<file path="config.mk">
export PLATFORM = sky130hd
export DESIGN_NAME = rtca_regs
export DESIGN_NICKNAME = d
export VERILOG_FILES = /design/src/design/rtca_cal_core.v /design/src/design/rtca_regs.v
export VERILOG_INCLUDE_DIRS = /design/src /design/src/design
export SDC_FILE = /design/constraint.sdc
export NUM_CORES = 1
export LEC_CHECK = 0
export ABC_AREA = 1
export BUFFER_PORTS_ARGS = -buffer_cell sky130_fd_sc_hd__buf_4
export CORE_ASPECT_RATIO = 1.25
export CORE_UTILIZATION = 45
export DETAILED_ROUTE_END_ITERATION = 8
export PLACE_DENSITY = 0.66
export SLEW_MARGIN = 20
export SYNTH_ARGS = -nofsm -noshare
export SYNTH_HDL_FRONTEND = slang
export SYNTH_HIERARCHICAL = 1
export SYNTH_SLANG_ARGS = --single-unit
</file>
<file path="constraint.sdc">
create_clock -name aclk -period 2.05 [get_ports aclk]
set_input_delay 0.1025 -clock aclk [delete_from_list [all_inputs] [get_ports aclk]]
set_output_delay 0.1025 -clock aclk [all_outputs]
set_load 0.01 [all_outputs]
</file>
<file path="src/design/rtca_map.vh">
`ifndef RTCA_MAP_VH
`define RTCA_MAP_VH

// ========================================
// Register indices (byte address is four times the index)
`define RTCA_IDX_CAL_SEC 8'h40
`define RTCA_IDX_CAL_MIN 8'h41
`define RTCA_IDX_CAL_HOUR 8'h42
`define RTCA_IDX_CAL_DAY 8'h43
`define RTCA_IDX_CAL_MON 8'h44
`define RTCA_IDX_CAL_YEAR 8'h45
`define RTCA_IDX_ALM_SEC 8'h46
`define RTCA_IDX_ALM_MIN 8'h47
`define RTCA_IDX_ALM_HOUR 8'h48
`define RTCA_IDX_ALM_DAY 8'h49
`define RTCA_IDX_ALM_MON 8'h4a
`define RTCA_IDX_ALM_YEAR 8'h4b
`define RTCA_IDX_SCNT_B0 8'h4c
`define RTCA_IDX_SCNT_B1 8'h4d
`define RTCA_IDX_SCNT_B2 8'h4e
`define RTCA_IDX_SCNT_B3 8'h4f

// ========================================
// Field positions
`define RTCA_RDFLAG_BIT 7
`define RTCA_MONITOR_BIT 6
`define RTCA_TICK_WAKE_BIT 5
`define RTCA_TICK_TYPE_BIT 4
`define RTCA_TICK_ON_BIT 7
`define RTCA_ALARM_ON_BIT 6

// ========================================
// Field limits and reset values
`define RTCA_SEC_MAX 6'h3b
`define RTCA_HOUR_MAX 5'h17
`define RTCA_MON_MAX 4'hc
`define RTCA_YEAR_MAX 6'h3f
`define RTCA_RST_SEC 6'h00
`define RTCA_RST_HOUR 5'h00
`define RTCA_RST_DAY 5'h01
`define RTCA_RST_MON 4'h1
`define RTCA_RST_YEAR 6'h00

// ========================================
// Alarm cause codes and bus responses
`define RTCA_CAUSE_NONE 2'b00
`define RTCA_CAUSE_TICK 2'b01
`define RTCA_CAUSE_ALARM 2'b10
`define RTCA_RESP_OKAY 2'b00
`define RTCA_RESP_DECERR 2'b11

// ========================================
// Timing
`define RTCA_CLK_HZ 20000000
`define RTCA_SEC_PERIOD_MS 1000
`define RTCA_HOLD_MS 500
`define RTCA_SEC_CYCLES (`RTCA_CLK_HZ / 1000 * `RTCA_SEC_PERIOD_MS)
`define RTCA_HOLD_CYCLES (`RTCA_CLK_HZ / 1000 * `RTCA_HOLD_MS)

`endif

</file>
<file path="src/design/rtca_cal_core.v">
`timescale 1ns/1ns
`include "rtca_map.vh"

module rtca_cal_core
(
    // Clock and reset
    input wire aclk,
    input wire aresetn,
    // Control
    input wire sec_en,
    input wire load,
    // Load values
    input wire [5:0] ld_sec,
    input wire [5:0] ld_min,
    input wire [4:0] ld_hour,
    input wire [4:0] ld_day,
    input wire [3:0] ld_mon,
    input wire [5:0] ld_year,
    // Running calendar
    output reg [5:0] sec_q,
    output reg [5:0] min_q,
    output reg [4:0] hour_q,
    output reg [4:0] day_q,
    output reg [3:0] mon_q,
    output reg [5:0] year_q
);

    // ========================================
    // Month length; year offset 0 is a leap year, as every fourth after it
    function [4:0] last_day;
        input [3:0] mon;
        input [5:0] year;
        begin
            case (mon)
                4'h2: last_day = (year[1:0] == 2'b00) ? 5'd29 : 5'd28;
                4'h4, 4'h6, 4'h9, 4'hb: last_day = 5'd30;
                default: last_day = 5'd31;
            endcase
        end
    endfunction

    // ========================================
    // Counters
    always @(posedge aclk)
    begin
        if (!aresetn)
        begin
            sec_q <= `RTCA_RST_SEC;
            min_q <= `RTCA_RST_SEC;
            hour_q <= `RTCA_RST_HOUR;
            day_q <= `RTCA_RST_DAY;
            mon_q <= `RTCA_RST_MON;
            year_q <= `RTCA_RST_YEAR;
        end
        else if (load)
        begin
            // Whole calendar at once
            sec_q <= ld_sec;
            min_q <= ld_min;
            hour_q <= ld_hour;
            day_q <= ld_day;
            mon_q <= ld_mon;
            year_q <= ld_year;
        end
        else if (sec_en)
        begin
            sec_q <= (sec_q >= `RTCA_SEC_MAX) ? 6'h00 : sec_q + 6'h01;
            if (sec_q >= `RTCA_SEC_MAX)
            begin
                min_q <= (min_q >= `RTCA_SEC_MAX) ? 6'h00 : min_q + 6'h01;
                if (min_q >= `RTCA_SEC_MAX)
                begin
                    hour_q <= (hour_q >= `RTCA_HOUR_MAX) ? 5'h00 : hour_q + 5'h01;
                    if (hour_q >= `RTCA_HOUR_MAX)
                    begin
                        // Day numbering starts at one
                        day_q <= (day_q >= last_day(mon_q, year_q)) ? 5'h01 : day_q + 5'h01;
                        if (day_q >= last_day(mon_q, year_q))
                        begin
                            mon_q <= (mon_q >= `RTCA_MON_MAX) ? 4'h1 : mon_q + 4'h1;
                            if (mon_q >= `RTCA_MON_MAX)
                                year_q <= year_q + 6'h01;
                        end
                    end
                end
            end
        end
    end

endmodule // rtca_cal_core

</file>
<file path="src/design/rtca_regs.v">
`timescale 1ns/1ns
`include "rtca_map.vh"
// Functional notes
// - Hour field is 5 bits in 4:0, 0x00-0x17; bits 7:5 read zero.
// - Day field is 5 bits, 0x01-0x1F, numbering starts at one.
// - Month field is 4 bits in 3:0, 0x01-0x0C; bits 7:4 read zero.
// - Year field is 6-bit offset in 5:0, zero meaning year 2000.
// - Writing year loads all buffered calendar fields into the counters together.
// - Monitor bit 6 of year reads 0 after power loss, 1 when valid.
// - Software writes 1 to arm monitor; writing 0 is ignored.
// - Alarm cause in alarm seconds bits 7:6: none, tick, alarm, both.
// - Alarm seconds and minutes fields are 6 bits, 0x00-0x3B, writable.
// - Alm_hour_field, day and month fields writable, same widths as calendar.
// - Alm_month_field bit 5 enables tick wake-up.
// - Alm_month_field bit 4 selects tick each second or each minute.
// - Alarm year bit 7 enables periodic ticks.
// - Alarm year bit 6 enables the calendar-match alarm.
// - Alarm year is 6 bits; writing it commits minutes through year.
// - Reading counter byte 0 snapshots the 32-bit seconds counter.
// - Counter bytes run least significant 0x4C up to most significant 0x4F.
// - Reading calendar seconds snapshots the calendar into seconds-to-year registers.
// - Calendar seconds and minutes are 6 bits, 0x00-0x3B.
// - Seconds bit 7 always reads 1, as each seconds read copies the calendar into readable registers.

module rtca_regs
#(
    parameter ADDR_W = 12,
    parameter SEC_CYCLES = `RTCA_SEC_CYCLES,
    parameter HOLD_CYCLES = `RTCA_HOLD_CYCLES
)
(
    // Clock and reset
    input wire aclk,
    input wire aresetn,
    // AXI4-Lite write address and data
    input wire [ADDR_W-1:0] s_axi_awaddr,
    input wire [2:0] s_axi_awprot,
    input wire s_axi_awvalid,
    output reg s_axi_awready,
    input wire [31:0] s_axi_wdata,
    input wire [3:0] s_axi_wstrb,
    input wire s_axi_wvalid,
    output reg s_axi_wready,
    // AXI4-Lite write response
    output reg [1:0] s_axi_bresp,
    output reg s_axi_bvalid,
    input wire s_axi_bready,
    // AXI4-Lite read
    input wire [ADDR_W-1:0] s_axi_araddr,
    input wire [2:0] s_axi_arprot,
    input wire s_axi_arvalid,
    output reg s_axi_arready,
    output reg [31:0] s_axi_rdata,
    output reg [1:0] s_axi_rresp,
    output reg s_axi_rvalid,
    input wire s_axi_rready,
    // Time base supervision
    input wire pwr_lost,
    // Events
    output reg tick_event_q,
    output reg alarm_event_q,
    output reg wake_q,
    output reg clock_valid_q
);

    // ========================================
    // Address decode
    function mapped;
        input [ADDR_W-1:0] addr;
        begin
            mapped = (addr[ADDR_W-1:10] == 0) && (addr[9:6] == 4'h4);
        end
    endfunction

    function [7:0] idx_of;
        input [ADDR_W-1:0] addr;
        begin
            idx_of = addr[9:2];
        end
    endfunction

    // ========================================
    // Declarations
    wire [5:0] cal_sec;
    wire [5:0] cal_min;
    wire [4:0] cal_hour;
    wire [4:0] cal_day;
    wire [3:0] cal_mon;
    wire [5:0] cal_year;
    reg [5:0] sh_sec_q;
    reg [5:0] sh_min_q;
    reg [4:0] sh_hour_q;
    reg [4:0] sh_day_q;
    reg [3:0] sh_mon_q;
    reg [5:0] sh_year_q;
    reg rdflag_q;
    reg [31:0] hold_cnt_q;
    reg [5:0] alm_sec_q;
    reg [5:0] alm_min_q;
    reg [4:0] alm_hour_q;
    reg [4:0] alm_day_q;
    reg [3:0] alm_mon_q;
    reg [5:0] alm_year_q;
    reg tick_wake_q;
    reg tick_type_q;
    reg tick_on_q;
    reg alarm_on_q;
    reg [5:0] cmp_min_q;
    reg [4:0] cmp_hour_q;
    reg [4:0] cmp_day_q;
    reg [3:0] cmp_mon_q;
    reg [5:0] cmp_year_q;
    reg [1:0] cause_q;
    reg [1:0] cause_d;
    reg [31:0] scnt_q;
    reg [31:0] scnt_snap_q;
    reg [31:0] div_q;
    reg sec_en_q;
    reg chk_q;
    reg [7:0] rd_idx_q;
    reg rd_ok_q;
    reg [7:0] rd_byte;
    reg tick_hit;
    reg alarm_hit;
    wire do_wr;
    wire do_rd;
    wire [7:0] wr_idx;
    wire wr_en;
    wire [7:0] wb;
    wire ld_cal;
    wire rd_now;

    assign do_wr = s_axi_awvalid && s_axi_wvalid && !s_axi_awready && !s_axi_bvalid;
    assign do_rd = s_axi_arvalid && !s_axi_arready && !rd_ok_q && !s_axi_rvalid;
    assign wr_idx = idx_of(s_axi_awaddr);
    // Only byte lane 0 carries register data; other lanes are dropped
    assign wr_en = do_wr && mapped(s_axi_awaddr) && s_axi_wstrb[0];
    assign wb = s_axi_wdata[7:0];
    assign ld_cal = wr_en && (wr_idx == `RTCA_IDX_CAL_YEAR);
    assign rd_now = s_axi_arready;

    // ========================================
    // Calendar counters
    rtca_cal_core u_cal
    (
        .aclk(aclk),
        .aresetn(aresetn),
        .sec_en(sec_en_q),
        .load(ld_cal),
        .ld_sec(sh_sec_q),
        .ld_min(sh_min_q),
        .ld_hour(sh_hour_q),
        .ld_day(sh_day_q),
        .ld_mon(sh_mon_q),
        .ld_year(wb[5:0]),
        .sec_q(cal_sec),
        .min_q(cal_min),
        .hour_q(cal_hour),
        .day_q(cal_day),
        .mon_q(cal_mon),
        .year_q(cal_year)
    );

    // ========================================
    // One-second enable and free-running counter
    always @(posedge aclk)
    begin
        if (!aresetn)
        begin
            div_q <= 32'h0000_0000;
            sec_en_q <= 1'b0;
            chk_q <= 1'b0;
            scnt_q <= 32'h0000_0000;
        end
        else
        begin
            sec_en_q <= (div_q == SEC_CYCLES - 1);
            div_q <= (div_q == SEC_CYCLES - 1) ? 32'h0000_0000 : div_q + 32'h0000_0001;
            // Compare one cycle later, once the calendar has stepped
            chk_q <= sec_en_q;
            if (sec_en_q)
                scnt_q <= scnt_q + 32'h0000_0001;
        end
    end

    // ========================================
    // AXI4-Lite handshake
    always @(posedge aclk)
    begin
        if (!aresetn)
        begin
            s_axi_awready <= 1'b0;
            s_axi_wready <= 1'b0;
            s_axi_bvalid <= 1'b0;
            s_axi_bresp <= `RTCA_RESP_OKAY;
            s_axi_arready <= 1'b0;
            rd_ok_q <= 1'b0;
            rd_idx_q <= 8'h00;
            s_axi_rvalid <= 1'b0;
            s_axi_rresp <= `RTCA_RESP_OKAY;
            s_axi_rdata <= 32'h0000_0000;
        end
        else
        begin
            s_axi_awready <= do_wr;
            s_axi_wready <= do_wr;
            if (s_axi_awready)
                s_axi_bvalid <= 1'b1;
            else if (s_axi_bready)
                s_axi_bvalid <= 1'b0;
            if (do_wr)
                s_axi_bresp <= mapped(s_axi_awaddr) ? `RTCA_RESP_OKAY : `RTCA_RESP_DECERR;
            s_axi_arready <= do_rd;
            if (do_rd)
            begin
                rd_ok_q <= mapped(s_axi_araddr);
                rd_idx_q <= idx_of(s_axi_araddr);
            end
            // Data are formed at the address handshake, after which the side effects act
            if (rd_now)
            begin
                s_axi_rvalid <= 1'b1;
                s_axi_rdata <= {24'h00_0000, rd_byte};
                s_axi_rresp <= rd_ok_q ? `RTCA_RESP_OKAY : `RTCA_RESP_DECERR;
                rd_ok_q <= 1'b0;
            end
            else if (s_axi_rready)
                s_axi_rvalid <= 1'b0;
        end
    end

    // ========================================
    // Read data
    always @*
    begin
        rd_byte = 8'h00;
        if (rd_ok_q)
        begin
            case (rd_idx_q)
                // Live seconds and counter byte 0: the snapshot is taken by this very read
                `RTCA_IDX_CAL_SEC: rd_byte = {1'b1, 1'b0, cal_sec};
                `RTCA_IDX_CAL_MIN: rd_byte = {2'b00, sh_min_q};
                `RTCA_IDX_CAL_HOUR: rd_byte = {3'b000, sh_hour_q};
                `RTCA_IDX_CAL_DAY: rd_byte = {3'b000, sh_day_q};
                `RTCA_IDX_CAL_MON: rd_byte = {4'h0, sh_mon_q};
                `RTCA_IDX_CAL_YEAR: rd_byte = {1'b0, clock_valid_q, sh_year_q};
                `RTCA_IDX_ALM_SEC: rd_byte = {cause_q, alm_sec_q};
                `RTCA_IDX_ALM_MIN: rd_byte = {2'b00, alm_min_q};
                `RTCA_IDX_ALM_HOUR: rd_byte = {3'b000, alm_hour_q};
                `RTCA_IDX_ALM_DAY: rd_byte = {3'b000, alm_day_q};
                `RTCA_IDX_ALM_MON: rd_byte = {2'b00, tick_wake_q, tick_type_q, alm_mon_q};
                `RTCA_IDX_ALM_YEAR: rd_byte = {tick_on_q, alarm_on_q, alm_year_q};
                `RTCA_IDX_SCNT_B0: rd_byte = scnt_q[7:0];
                `RTCA_IDX_SCNT_B1: rd_byte = scnt_snap_q[15:8];
                `RTCA_IDX_SCNT_B2: rd_byte = scnt_snap_q[23:16];
                `RTCA_IDX_SCNT_B3: rd_byte = scnt_snap_q[31:24];
                default: rd_byte = 8'h00;
            endcase
        end
    end

    // ========================================
    // Calendar shadow: snapshot on read, software buffer on write
    always @(posedge aclk)
    begin
        if (!aresetn)
        begin
            sh_sec_q <= `RTCA_RST_SEC;
            sh_min_q <= `RTCA_RST_SEC;
            sh_hour_q <= `RTCA_RST_HOUR;
            sh_day_q <= `RTCA_RST_DAY;
            sh_mon_q <= `RTCA_RST_MON;
            sh_year_q <= `RTCA_RST_YEAR;
            rdflag_q <= 1'b0;
            hold_cnt_q <= 32'h0000_0000;
            scnt_snap_q <= 32'h0000_0000;
        end
        else
        begin
            if (rd_now && rd_ok_q && rd_idx_q == `RTCA_IDX_CAL_SEC)
            begin
                sh_sec_q <= cal_sec;
                sh_min_q <= cal_min;
                sh_hour_q <= cal_hour;
                sh_day_q <= cal_day;
                sh_mon_q <= cal_mon;
                sh_year_q <= cal_year;
                rdflag_q <= 1'b1;
                hold_cnt_q <= HOLD_CYCLES;
            end
            else if (hold_cnt_q != 32'h0000_0000)
            begin
                // The copy is only promised coherent for the hold window
                hold_cnt_q <= hold_cnt_q - 32'h0000_0001;
                if (hold_cnt_q == 32'h0000_0001)
                    rdflag_q <= 1'b0;
            end
            if (rd_now && rd_ok_q && rd_idx_q == `RTCA_IDX_SCNT_B0)
                scnt_snap_q <= scnt_q;
            // A write in the same cycle as a snapshot wins
            if (wr_en)
            begin
                case (wr_idx)
                    `RTCA_IDX_CAL_SEC: sh_sec_q <= wb[5:0];
                    `RTCA_IDX_CAL_MIN: sh_min_q <= wb[5:0];
                    `RTCA_IDX_CAL_HOUR: sh_hour_q <= wb[4:0];
                    `RTCA_IDX_CAL_DAY: sh_day_q <= wb[4:0];
                    `RTCA_IDX_CAL_MON: sh_mon_q <= wb[3:0];
                    `RTCA_IDX_CAL_YEAR: sh_year_q <= wb[5:0];
                    default: sh_sec_q <= sh_sec_q;
                endcase
            end
        end
    end

    // ========================================
    // Clock monitor
    always @(posedge aclk)
    begin
        if (!aresetn)
            clock_valid_q <= 1'b0;
        else if (pwr_lost)
            clock_valid_q <= 1'b0;
        else if (ld_cal && wb[`RTCA_MONITOR_BIT])
            clock_valid_q <= 1'b1;
    end

    // ========================================
    // Alarm settings and comparator commit
    always @(posedge aclk)
    begin
        if (!aresetn)
        begin
            alm_sec_q <= `RTCA_RST_SEC;
            alm_min_q <= `RTCA_RST_SEC;
            alm_hour_q <= `RTCA_RST_HOUR;
            alm_day_q <= `RTCA_RST_DAY;
            alm_mon_q <= `RTCA_RST_MON;
            alm_year_q <= `RTCA_RST_YEAR;
            tick_wake_q <= 1'b0;
            tick_type_q <= 1'b0;
            tick_on_q <= 1'b0;
            alarm_on_q <= 1'b0;
            cmp_min_q <= `RTCA_RST_SEC;
            cmp_hour_q <= `RTCA_RST_HOUR;
            cmp_day_q <= `RTCA_RST_DAY;
            cmp_mon_q <= `RTCA_RST_MON;
            cmp_year_q <= `RTCA_RST_YEAR;
        end
        else if (wr_en)
        begin
            case (wr_idx)
                `RTCA_IDX_ALM_SEC: alm_sec_q <= wb[5:0];
                `RTCA_IDX_ALM_MIN: alm_min_q <= wb[5:0];
                `RTCA_IDX_ALM_HOUR: alm_hour_q <= wb[4:0];
                `RTCA_IDX_ALM_DAY: alm_day_q <= wb[4:0];
                `RTCA_IDX_ALM_MON:
                begin
                    alm_mon_q <= wb[3:0];
                    tick_wake_q <= wb[`RTCA_TICK_WAKE_BIT];
                    tick_type_q <= wb[`RTCA_TICK_TYPE_BIT];
                end
                `RTCA_IDX_ALM_YEAR:
                begin
                    alm_year_q <= wb[5:0];
                    tick_on_q <= wb[`RTCA_TICK_ON_BIT];
                    alarm_on_q <= wb[`RTCA_ALARM_ON_BIT];
                    cmp_min_q <= alm_min_q;
                    cmp_hour_q <= alm_hour_q;
                    cmp_day_q <= alm_day_q;
                    cmp_mon_q <= alm_mon_q;
                    cmp_year_q <= wb[5:0];
                end
                default: alm_sec_q <= alm_sec_q;
            endcase
        end
    end

    // ========================================
    // Events and alarm cause
    always @*
    begin
        tick_hit = chk_q && tick_on_q && (!tick_type_q || cal_sec == 6'h00);
        alarm_hit = chk_q && alarm_on_q && cal_sec == alm_sec_q && cal_min == cmp_min_q
            && cal_hour == cmp_hour_q && cal_day == cmp_day_q && cal_mon == cmp_mon_q
            && cal_year == cmp_year_q;
        cause_d = cause_q;
        // Cleared by reading; a new event in the same cycle survives
        if (rd_now && rd_ok_q && rd_idx_q == `RTCA_IDX_ALM_SEC)
            cause_d = `RTCA_CAUSE_NONE;
        if (tick_hit)
            cause_d = cause_d | `RTCA_CAUSE_TICK;
        if (alarm_hit)
            cause_d = cause_d | `RTCA_CAUSE_ALARM;
    end

    always @(posedge aclk)
    begin
        if (!aresetn)
        begin
            cause_q <= `RTCA_CAUSE_NONE;
            tick_event_q <= 1'b0;
            alarm_event_q <= 1'b0;
            wake_q <= 1'b0;
        end
        else
        begin
            cause_q <= cause_d;
            tick_event_q <= tick_hit;
            alarm_event_q <= alarm_hit;
            wake_q <= (tick_hit && tick_wake_q) || alarm_hit;
        end
    end

endmodule // rtca_regs

</file>
## Word level (Yosys, flattened, before mapping)

Index checks and enable logic that the tools add are counted.

- Bits in registers: 249
- Output and inout bits: 45
- Logic and storage cells: 233

- Add/sub/neg operators: 8
- Magnitude comparators: 5
- Eq/ne operators: 43
- Mux-type cells: 69
- Bitwise gates (word level): 1
- Reduce and logical (&&, ||, !) cells: 62

Operator list:

| cell | number |
|---|---|
| $eq A8 B7 Y1 const B | 28 |
| $mux W6 | 22 |
| $pmux W8 S16 | 1 |
| $mux W5 | 23 |
| $add A32 B1 Y32 const B | 2 |
| $mux W4 | 10 |
| $eq A32 B25 Y1 const B | 1 |
| $logic_and A1 B1 Y1 | 26 |
| $add A6 B1 Y6 const B | 3 |
| $eq A6 B6 Y1 | 3 |
| $eq A4 B3 Y1 const B | 4 |
| $reduce_bool A2 Y1 | 8 |
| $reduce_and A2 Y1 | 7 |
| $ge A6 B6 Y1 const B | 2 |
| $pmux W6 S2 | 1 |
| $add A5 B1 Y5 const B | 2 |
| $eq A5 B5 Y1 | 2 |
| $pmux W5 S2 | 1 |
| $eq A4 B4 Y1 const B | 2 |
| $mux W2 | 4 |
| $mux W8 | 1 |
| $logic_not A1 Y1 | 6 |
| $logic_not A2 Y1 | 3 |
| $logic_not A6 Y1 | 1 |
| 17 further kinds | 25 |

## Logic depth before layout (Yosys ltp)

Gate-level depths: netlist of run 1.

- Word-level depth: 16
- Gate-level depth with buffers: 16
- Depth with buffers taken out: 16

## By module

Netlist of run 1, hierarchy kept.

By module, submodules not included:

| module | times used | cells an instance | area each (µm²) | seq. area each (µm²) |
|---|---|---|---|---|
| rtca_regs | 1 | 1645 | 10842.9 | 4144.0 |
| rtca_cal_core | 1 | 303 | 2112.0 | 640.6 |

## Least setup slack after synthesis of run 1

OpenSTA, ideal clock, no wires.

- Path kind: reg-to-reg
- From: register u_cal.mon_q[0]
- To: register u_cal.year_q[1]
- Data arrival time: 1.956 ns
- Data required time: 1.937 ns
- Path slack: -0.019 ns
- Cell stages (with the launch flop): 17
- Period minus slack after synthesis: 2.069 ns
- Path through: dfxtp_1 inv_1 ha_1 o21ai_0 nand2_1 a22oi_1 ha_1 nand2_1 nor2_1 nand2_1 nand3_2 nand2_2 inv_1 nand2_1 nand2_1 nand2_1 nor2_1

- Cells in the longest elaborated chain, start to end: 12
- Elaborated cells between the ends (all ways): 18
- Classes of those cells: 2 x order compare; 5 x eq/ne; 7 x mux; 4 x reduce/logical

RTL lines:

| item | line | text |
|---|---|---|
| start, declared | rtca_cal_core.v:24 | `output reg [3:0] mon_q,` |
| start signal, assigned | rtca_cal_core.v:52 | `` mon_q <= `RTCA_RST_MON; `` |
| start signal, assigned | rtca_cal_core.v:62 | `mon_q <= ld_mon;` |
| start signal, assigned | rtca_cal_core.v:80 | `` mon_q <= (mon_q >= `RTCA_MON_MAX) ? 4'h1 : mon_q + 4'h1; `` |
| $eq A4 B3 Y1 / $eq A4 B4 Y1 (equally long branches) | rtca_cal_core.v:34 | `case (mon)` |
| $reduce_or A4 Y1 | rtca_cal_core.v:34 |  |
| $pmux W5 S2 | rtca_cal_core.v:34 |  |
| $mux W5 | rtca_cal_core.v:74 | `` if (hour_q >= `RTCA_HOUR_MAX) `` |
| $mux W5 | rtca_cal_core.v:71 | `` if (min_q >= `RTCA_SEC_MAX) `` |
| $mux W5 | rtca_cal_core.v:68 | `` if (sec_q >= `RTCA_SEC_MAX) `` |
| $mux W5 | rtca_cal_core.v:65 | `else if (sec_en)` |
| $mux W5 | rtca_cal_core.v:55 | `else if (load)` |
| $mux W5 | rtca_cal_core.v:46 | `if (!aresetn)` |
| $ge A5 B5 Y1 | rtca_cal_core.v:78 | `if (day_q >= last_day(mon_q, year_q))` |
| $reduce_bool A2 Y1 (no source line) | -- |  |
| $reduce_and A6 Y1 (no source line) (*) | -- |  |
| end signal, assigned | rtca_cal_core.v:53 | `` year_q <= `RTCA_RST_YEAR; `` |
| end signal, assigned | rtca_cal_core.v:63 | `year_q <= ld_year;` |
| end signal, assigned | rtca_cal_core.v:82 | `year_q <= year_q + 6'h01;` |
| end, declared | rtca_cal_core.v:25 | `output reg [5:0] year_q` |

Every way passes the cells marked *; elsewhere a longest branch is shown, timed or not. The select of a mux whose other input is x is not followed.
A chain may end at the register's enable or synchronous reset.

## Worst setup path in the final report of run 1

- From: register u_cal.mon_q[0]
- To: register u_cal.year_q[5]

The elaborated chain is that of the path after synthesis.

==> results of run 1 <==
## cell families after synthesis
logic type,count (synthesis),share of synthesized area (%)
adder cells (fa/ha/maj),14,1.35
buffers and inverters,304,10.2
AND/OR/NAND/NOR,1000,34.2
XOR/XNOR,48,3.25
flip-flops,239,36.9
other,1,0.0289
multiplexers,1,0.0773
AO/OA/AOI/OAI,341,13.9
## sequential cells by signal, indices dropped and copies added, names as in the netlist, 5 cells and up
name / cells
div_q: 32
scnt_q: 32
scnt_snap_q: 24
rd_idx_q: 8
s_axi_rdata: 8
alm_min_q: 6
alm_sec_q: 6
cmp_min_q: 6
cmp_year_q: 6
sh_min_q: 6
sh_sec_q: 6
sh_year_q: 6
u_cal/min_q: 6
u_cal/sec_q: 6
u_cal/year_q: 6
alm_day_q: 5
alm_hour_q: 5
cmp_day_q: 5
cmp_hour_q: 5
sh_day_q: 5
sh_hour_q: 5
u_cal/day_q: 5
u_cal/hour_q: 5
## cell usage in the layout (no fill, tap or decap), types with 7 or more instances in the layout
cell             n
inv_2           12
nor3_2           7
a21oi_1        152
nand2_1        433
dlygate4sd3_1   27
nor3_1          32
conb_1          24
nand4_1         24
xor2_1          18
o21ai_1         54
ha_1            12
nand2_2         14
xnor2_1         30
nor2_2          17
nor2_4          10
buf_4          119
o21ai_0         97
inv_1          194
nor2_1         239
clkbuf_16       27
o22ai_1          9
nand3_1        188
dfxtp_1        236
## area by class of cell
cell class / count / area (um^2) / area share [%]
Multi-Input combinational cell: 1428 / 7030 / 45.9
Tap cell: 355 / 444 / 2.90
Clock inverter: 10 / 150 / 0.979
Inverter: 212 / 812 / 5.30
Sequential cell: 239 / 4790 / 31.3
Timing Repair Buffer: 157 / 1330 / 8.68
Clock buffer: 36 / 769 / 5.02
## worst paths after layout
| path | start | endpoint | slack (ns) | depth (start not counted) |
|---|---|---|---|---|
| worst max-delay path | u_cal/mon_q[0]$_SDFFE_PN1P_ | u_cal/year_q[5]$_SDFFE_PN0P_ | -0.008 | 14 |
| worst min-delay path | s_axi_arvalid | s_axi_arready$_SDFF_PN0_ | 0.02 | 4 |
| worst max register to register | u_cal/mon_q[0]$_SDFFE_PN1P_ | u_cal/year_q[5]$_SDFFE_PN0P_ | -0.008 | 14 |
| worst min register to register | scnt_snap_q[30]$_SDFFE_PN0P_ | scnt_snap_q[30]$_SDFFE_PN0P_ | 0.44 | 2 |
## metal layers
metal | vias up | wire length [um] | global-route usage, %
met3 | 117 | 2070 | 3.32
met1 | 6018 | 16500 | 31.8
met4 | 0 | 2080 | 14.8
li1 | 6514 | - | -
met2 | 394 | 20400 | 50.8
met5 | - | 0 | 0
## metrics by stage
stage	std cells	instance area [um^2]	hold slack [ns]	TNS [ns]
3_5_place_dp	2349	13900	0.353	-1.31
4_1_cts	2432	15200	0.00582	0
6_report	2437	15300	0.0183	-0.00776
5_1_grt	2437	15300	0.0616	-1.63
3_3_place_gp	2349	13900	0.348	-0.326
2_1_floorplan	1971	13000	0.237	0
## power by group
part	leakage (nW)	switching (mW)	internal (mW)
combinational	3.92	0.393	0.203
sequential	1.93	0.0205	4.67
clock	0.459	1.96	3.10
## tightest hold or removal path, stage by stage
cell     delay, ns
buf_4         0.08
nand3_1       0.07
buf_4         0.19
nor2_1        0.09
## what timing repair did
action,4_1_cts,5_1_grt
hold endpoints to repair,64,0
buffers inserted,10,5
pin swaps,8,18
cloned,0,0
hold buffers,27,0
endpoints found under the setup margin,20,55
gates resized for setup,16,28
==> results.toml, run 1 <==
[timing]
hold_violations = 0
slew_viol_final = 0
fmax_ghz = 0.486
setup_viol = 1
period_share_pct = 100
min_period_ns = 2.06
finClkSkew_ns = 0.0134
timing.final.ws_setup_ns = -0.00776
tightest_slew_ns = 0.832
slew_headroom_pct = 44.3
rsz0062_at_grt = "true"

[pwr]
power_mw = 10.4
ir_drop_mv = 0.602
power.leakage_nw = 6.30
power_density_mw_per_mm2 = 675

[synthesis]
synth_top_cell_area_share_pct = 36.9
yosys_warnings = 6
synth_ff_type = "dfxtp_1"
synth_most_common_cell = "nand2_1"
avgSynthCellArea_um2 = 6.65
synth-seq-cells = 239
synth.yosys.seq_area_share_pct = 36.9
yosys.cell_types.count = 56
synthArstFlopShare_pct = 0
synthTopCellsByCount = "438 x nand2_1, 240 x nor2_1, 239 x dfxtp_1"
synth_cells = 1948
synth-edff-count = 0
netlist_top_cells_area = "dfxtp_1 37%, nand2_1 13%, nand3_1 7.3%, nor2_1 7.0%, a21oi_1 5.9%"
synth_area_mm2 = 0.0130
yosys.area.top_type = "dfxtp_1"

[finish]
syn_to_final_growth_pct = 18.3
final_nets = 2152
layout-drive-gt1-share_pct = 13.0
diodes = 0
utilization_pct = 54.0
fillers = 2837

[worst_setup_path]
end_kind = "flop"
startpoint_type = "flop"
cp_max_fo = 8
critical_path_arrival_ns = 2.49
cpMostUsedCell = "nand2_1"
path_cells = "inv_4, ha_4, nor3b_4, buf_4, ha_4, inv_1, o21ai_1, nand2_1, nand3_4, nand2_4, nor2_4, nand2_1, nand2_1, nor2_1"
crit_family = "simple AND/OR/NAND/NOR gates"
worst-path-buf-inv = 3
required_ns = 2.48
cpMaxStageDelayCell = "dfxtp_4"
slowest_delay_ns = 0.37
path_class = "flop to flop"

[clock_tree]
clk_latency_ns = 0.54
cts_tree = "yes"
clockBufferDepth = 3
clkTransAtPathRegs_ns = 0.06
numCtsBuffers = 26
cts_max_level = 1
root_buffer = "clkbuf_16"
clock_sinks = 239

[run_status]
status = "complete, but fails checks"
violations = "setup timing"

[route]
via_per_inst = 5.35
wl_per_cell_um = 16.9
dr_total_vias = 13043
drc = 0
firstDrtPassIters = 7
drt-initial-drc-count = 900
drt-total-wl_mm = 41.1
drtAntennaViolNets = 0

[floorplanning]
die_area_mm2 = 0.0295
pin_count = 119
start_util_pct = 45.6
rows = 69
fp.dieW_um = 154
die_h_um = 192
coreArea_mm2 = 0.0284

[global_route]
grt_antenna_before_repair = 0
track_usage_pct = 27.9
grt_max_degree = 72
first_global_vias = 12300
grt_overflow = 0
grt_pass1_wl_mm = 64.9

[worst_hold_path]
min_path_type = "primary input to flop"

[place]
preCtsSetupSlack_ns = -0.137
portBuffers = 57
hpwlAfterDp_mm = 29.8
globalplace.congestion = 0.960

[run]
cap_violations = 0
Power figures use the tool's default switching activity.
==> run 2: changes to the inputs <==
CORE_UTILIZATION = 54   (was 45)
PLACE_DENSITY = 0.76   (was 0.66)
==> run 2 against run 1 <==
  * Clock skew increased by 0.0017 ns
  * Hold slack improved by 0.0021 ns
  * Die area decreased by 16%
  * Critical endpoint is now u_cal/year_q[4]$_SDFFE_PN0P_
  * Global-route usage increased by 5.3 points
  * The flow still finishes with violations (setup timing)
==> results.toml, run 2 (synthesis results as in run 1) <==
[run_status]
status = "complete, but fails checks"
violations = "setup timing"

[finish]
layout-drive-gt1-share_pct = 14.0
final_nets = 2155
top_regs = "div_q (32), scnt_q (32), scnt_snap_q (24)"
final_common_cell = "nand2_1"
syn_to_final_growth_pct = 18.6
diodes = 0
layout_common_cells = "426 x nand2_1, 235 x dfxtp_1, 232 x nor2_1, 196 x inv_1, 188 x nand3_1"
multi_input_area_mm2 = 0.00708
stdcell_area_mm2 = 0.0154
ff_latch_area_mm2 = 0.00479
fillers = 2107

[worst_setup_path]
required_ns = 2.49
path_class = "flop to flop"
cp_max_fo = 8
critical_path_arrival_ns = 2.51
startpoint_type = "flop"
end_kind = "flop"

[pwr]
power.leakage_nw = 6.35
internal-power_mw = 8.25
swShare_pct = 22.8
ir_drop_mv = 0.592
power_density_mw_per_mm2 = 696
p_clk_share_pct = 50.4
power_mw = 10.7
comb_power_share_pct = 5.7
p_sw_mw = 2.43
pwr-share-seq_pct = 43.9

[global_route]
busiest_layer = "met2"
grtUsageMet2_pct = 59.4
grt_overflow = 0
grtUsageMet1_pct = 36.5
grt_max_degree = 96
grt_antenna_before_repair = 0
first_global_vias = 12575
grt_pass1_wl_mm = 64.3
grtUsageMet3_pct = 5.04
track_usage_pct = 33.2

[floorplanning]
die_area_mm2 = 0.0246
fp.dieW_um = 141
rows = 63
pin_count = 119
die_h_um = 175
coreArea_mm2 = 0.0236
start_util_pct = 54.8

[route]
drtAntennaViolNets = 0
via_per_inst = 5.56
dr_total_vias = 13233
firstDrtPassIters = 5
drt-initial-drc-count = 977
drc = 0
drt-total-wl_mm = 41.0
wl_per_cell_um = 17.2

[clock_tree]
clock_sinks = 239
clkTransAtPathRegs_ns = 0.07
numCtsBuffers = 26
cts_tree = "yes"
cts_max_level = 1
clockBufferDepth = 3
root_buffer = "clkbuf_16"
clk_latency_ns = 0.55

[place]
hpwlAfterDp_mm = 29.3
place_area_mm2 = 0.0138
portBuffers = 57
globalplace.congestion = 0.950

[timing]
tightest_slew_ns = 0.787
period_share_pct = 101
finalSetupTns_ns = -0.0411
slew_viol_final = 0
finClkSkew_ns = 0.0151
setup_viol = 3
slew_headroom_pct = 47.3
timing.final.ws_setup_ns = -0.0184
hold_violations = 0
fmax_ghz = 0.483
rsz0062_at_grt = "true"
min_period_ns = 2.07

[worst_hold_path]
min_path_type = "primary input to flop"

[run]
cap_violations = 0
[run 2: cell count changes in the layout (fill, tap and decap cells not counted), moves of 3 or more]
| cell | before | now |
|---|---|---|
| nor2_2 | 17 | 24 |
| nand2_2 | 14 | 20 |
| nand2_1 | 433 | 426 |
| o21ai_1 | 54 | 51 |
| buf_4 | 119 | 128 |
| nor2_1 | 239 | 232 |
| buf_6 | 6 | 3 |
[run 2: what timing repair did]
| item | CTS | global route |
|---|---|---|
| endpoints found under the setup margin | 21 | 63 |
| hold buffers | 26 | 0 |
| pin swaps | 11 | 21 |
| endpoints found under the hold margin | 50 | 0 |
| setup buffers | 20 | 3 |
| resized for setup | 15 | 42 |
[run 2: cell type report]
class | instances | share of cell area (%)
Clock buffer | 35 | 4.99
Clock inverter | 13 | 1.51
Tap cell | 292 | 2.38
Timing Repair Buffer | 160 | 8.56
Multi-Input combinational cell | 1428 | 46.1
Inverter | 212 | 5.28
Sequential cell | 239 | 31.2
[run 2: final timing paths]
path	depth (start not counted)	startpoint	endpoint	slack [ns]
setup / recovery	15	u_cal/mon_q[0]$_SDFFE_PN1P_	u_cal/year_q[4]$_SDFFE_PN0P_	-0.02
hold / removal	4	s_axi_arvalid	s_axi_arready$_SDFF_PN0_	0.02
setup reg to reg	15	u_cal/mon_q[0]$_SDFFE_PN1P_	u_cal/year_q[4]$_SDFFE_PN0P_	-0.02
hold reg to reg	2	scnt_snap_q[13]$_SDFFE_PN0P_	scnt_snap_q[13]$_SDFFE_PN0P_	0.45
[run 2: stage by stage]
stage	utilization, %	hold slack, ns	worst slack [ns]	std cells
final	65.0	0.0204	-0.0184	2379
after global routing	65.0	0.0601	-0.190	2379
after CTS	64.4	0.0202	-0.00797	2378
after detailed placement	58.2	0.349	-0.102	2284
after global placement	58.2	0.344	-0.0146	2284
after floorplan	-	0.237	0.0258	1971
[run 2: routing by layer]
metal  share of wire, %  wire length, um
met5                  0                0
met3                6.3             2560
met1                 38            15500
met2                 49            20100
met4                7.0             2870
[run 2: power by group through the flow]
stage                     logic (mW)  registers (mW)  clock network, mW
final                          0.607            4.69               5.39
after global routing           0.654            4.69               5.61
after CTS                      0.587            4.69               5.42
after detailed placement       0.523            4.79                  0
after global placement         0.515            4.79                  0
after floorplan                0.338            4.79                  0
[run 2: critical path: stages, from the launching register on]
cell and delay [ns]:
dfxtp_2 0.33, buf_4 0.14, ha_2 0.18, o21ai_1 0.15
nand2_1 0.08, a22oi_2 0.12, ha_1 0.14, nand2_1 0.05
nor2_2 0.09, nand2_2 0.07, nand3_4 0.12, nand2_4 0.07
nor2_4 0.21, nand2_1 0.09, nand2_1 0.07, nor2_1 0.04
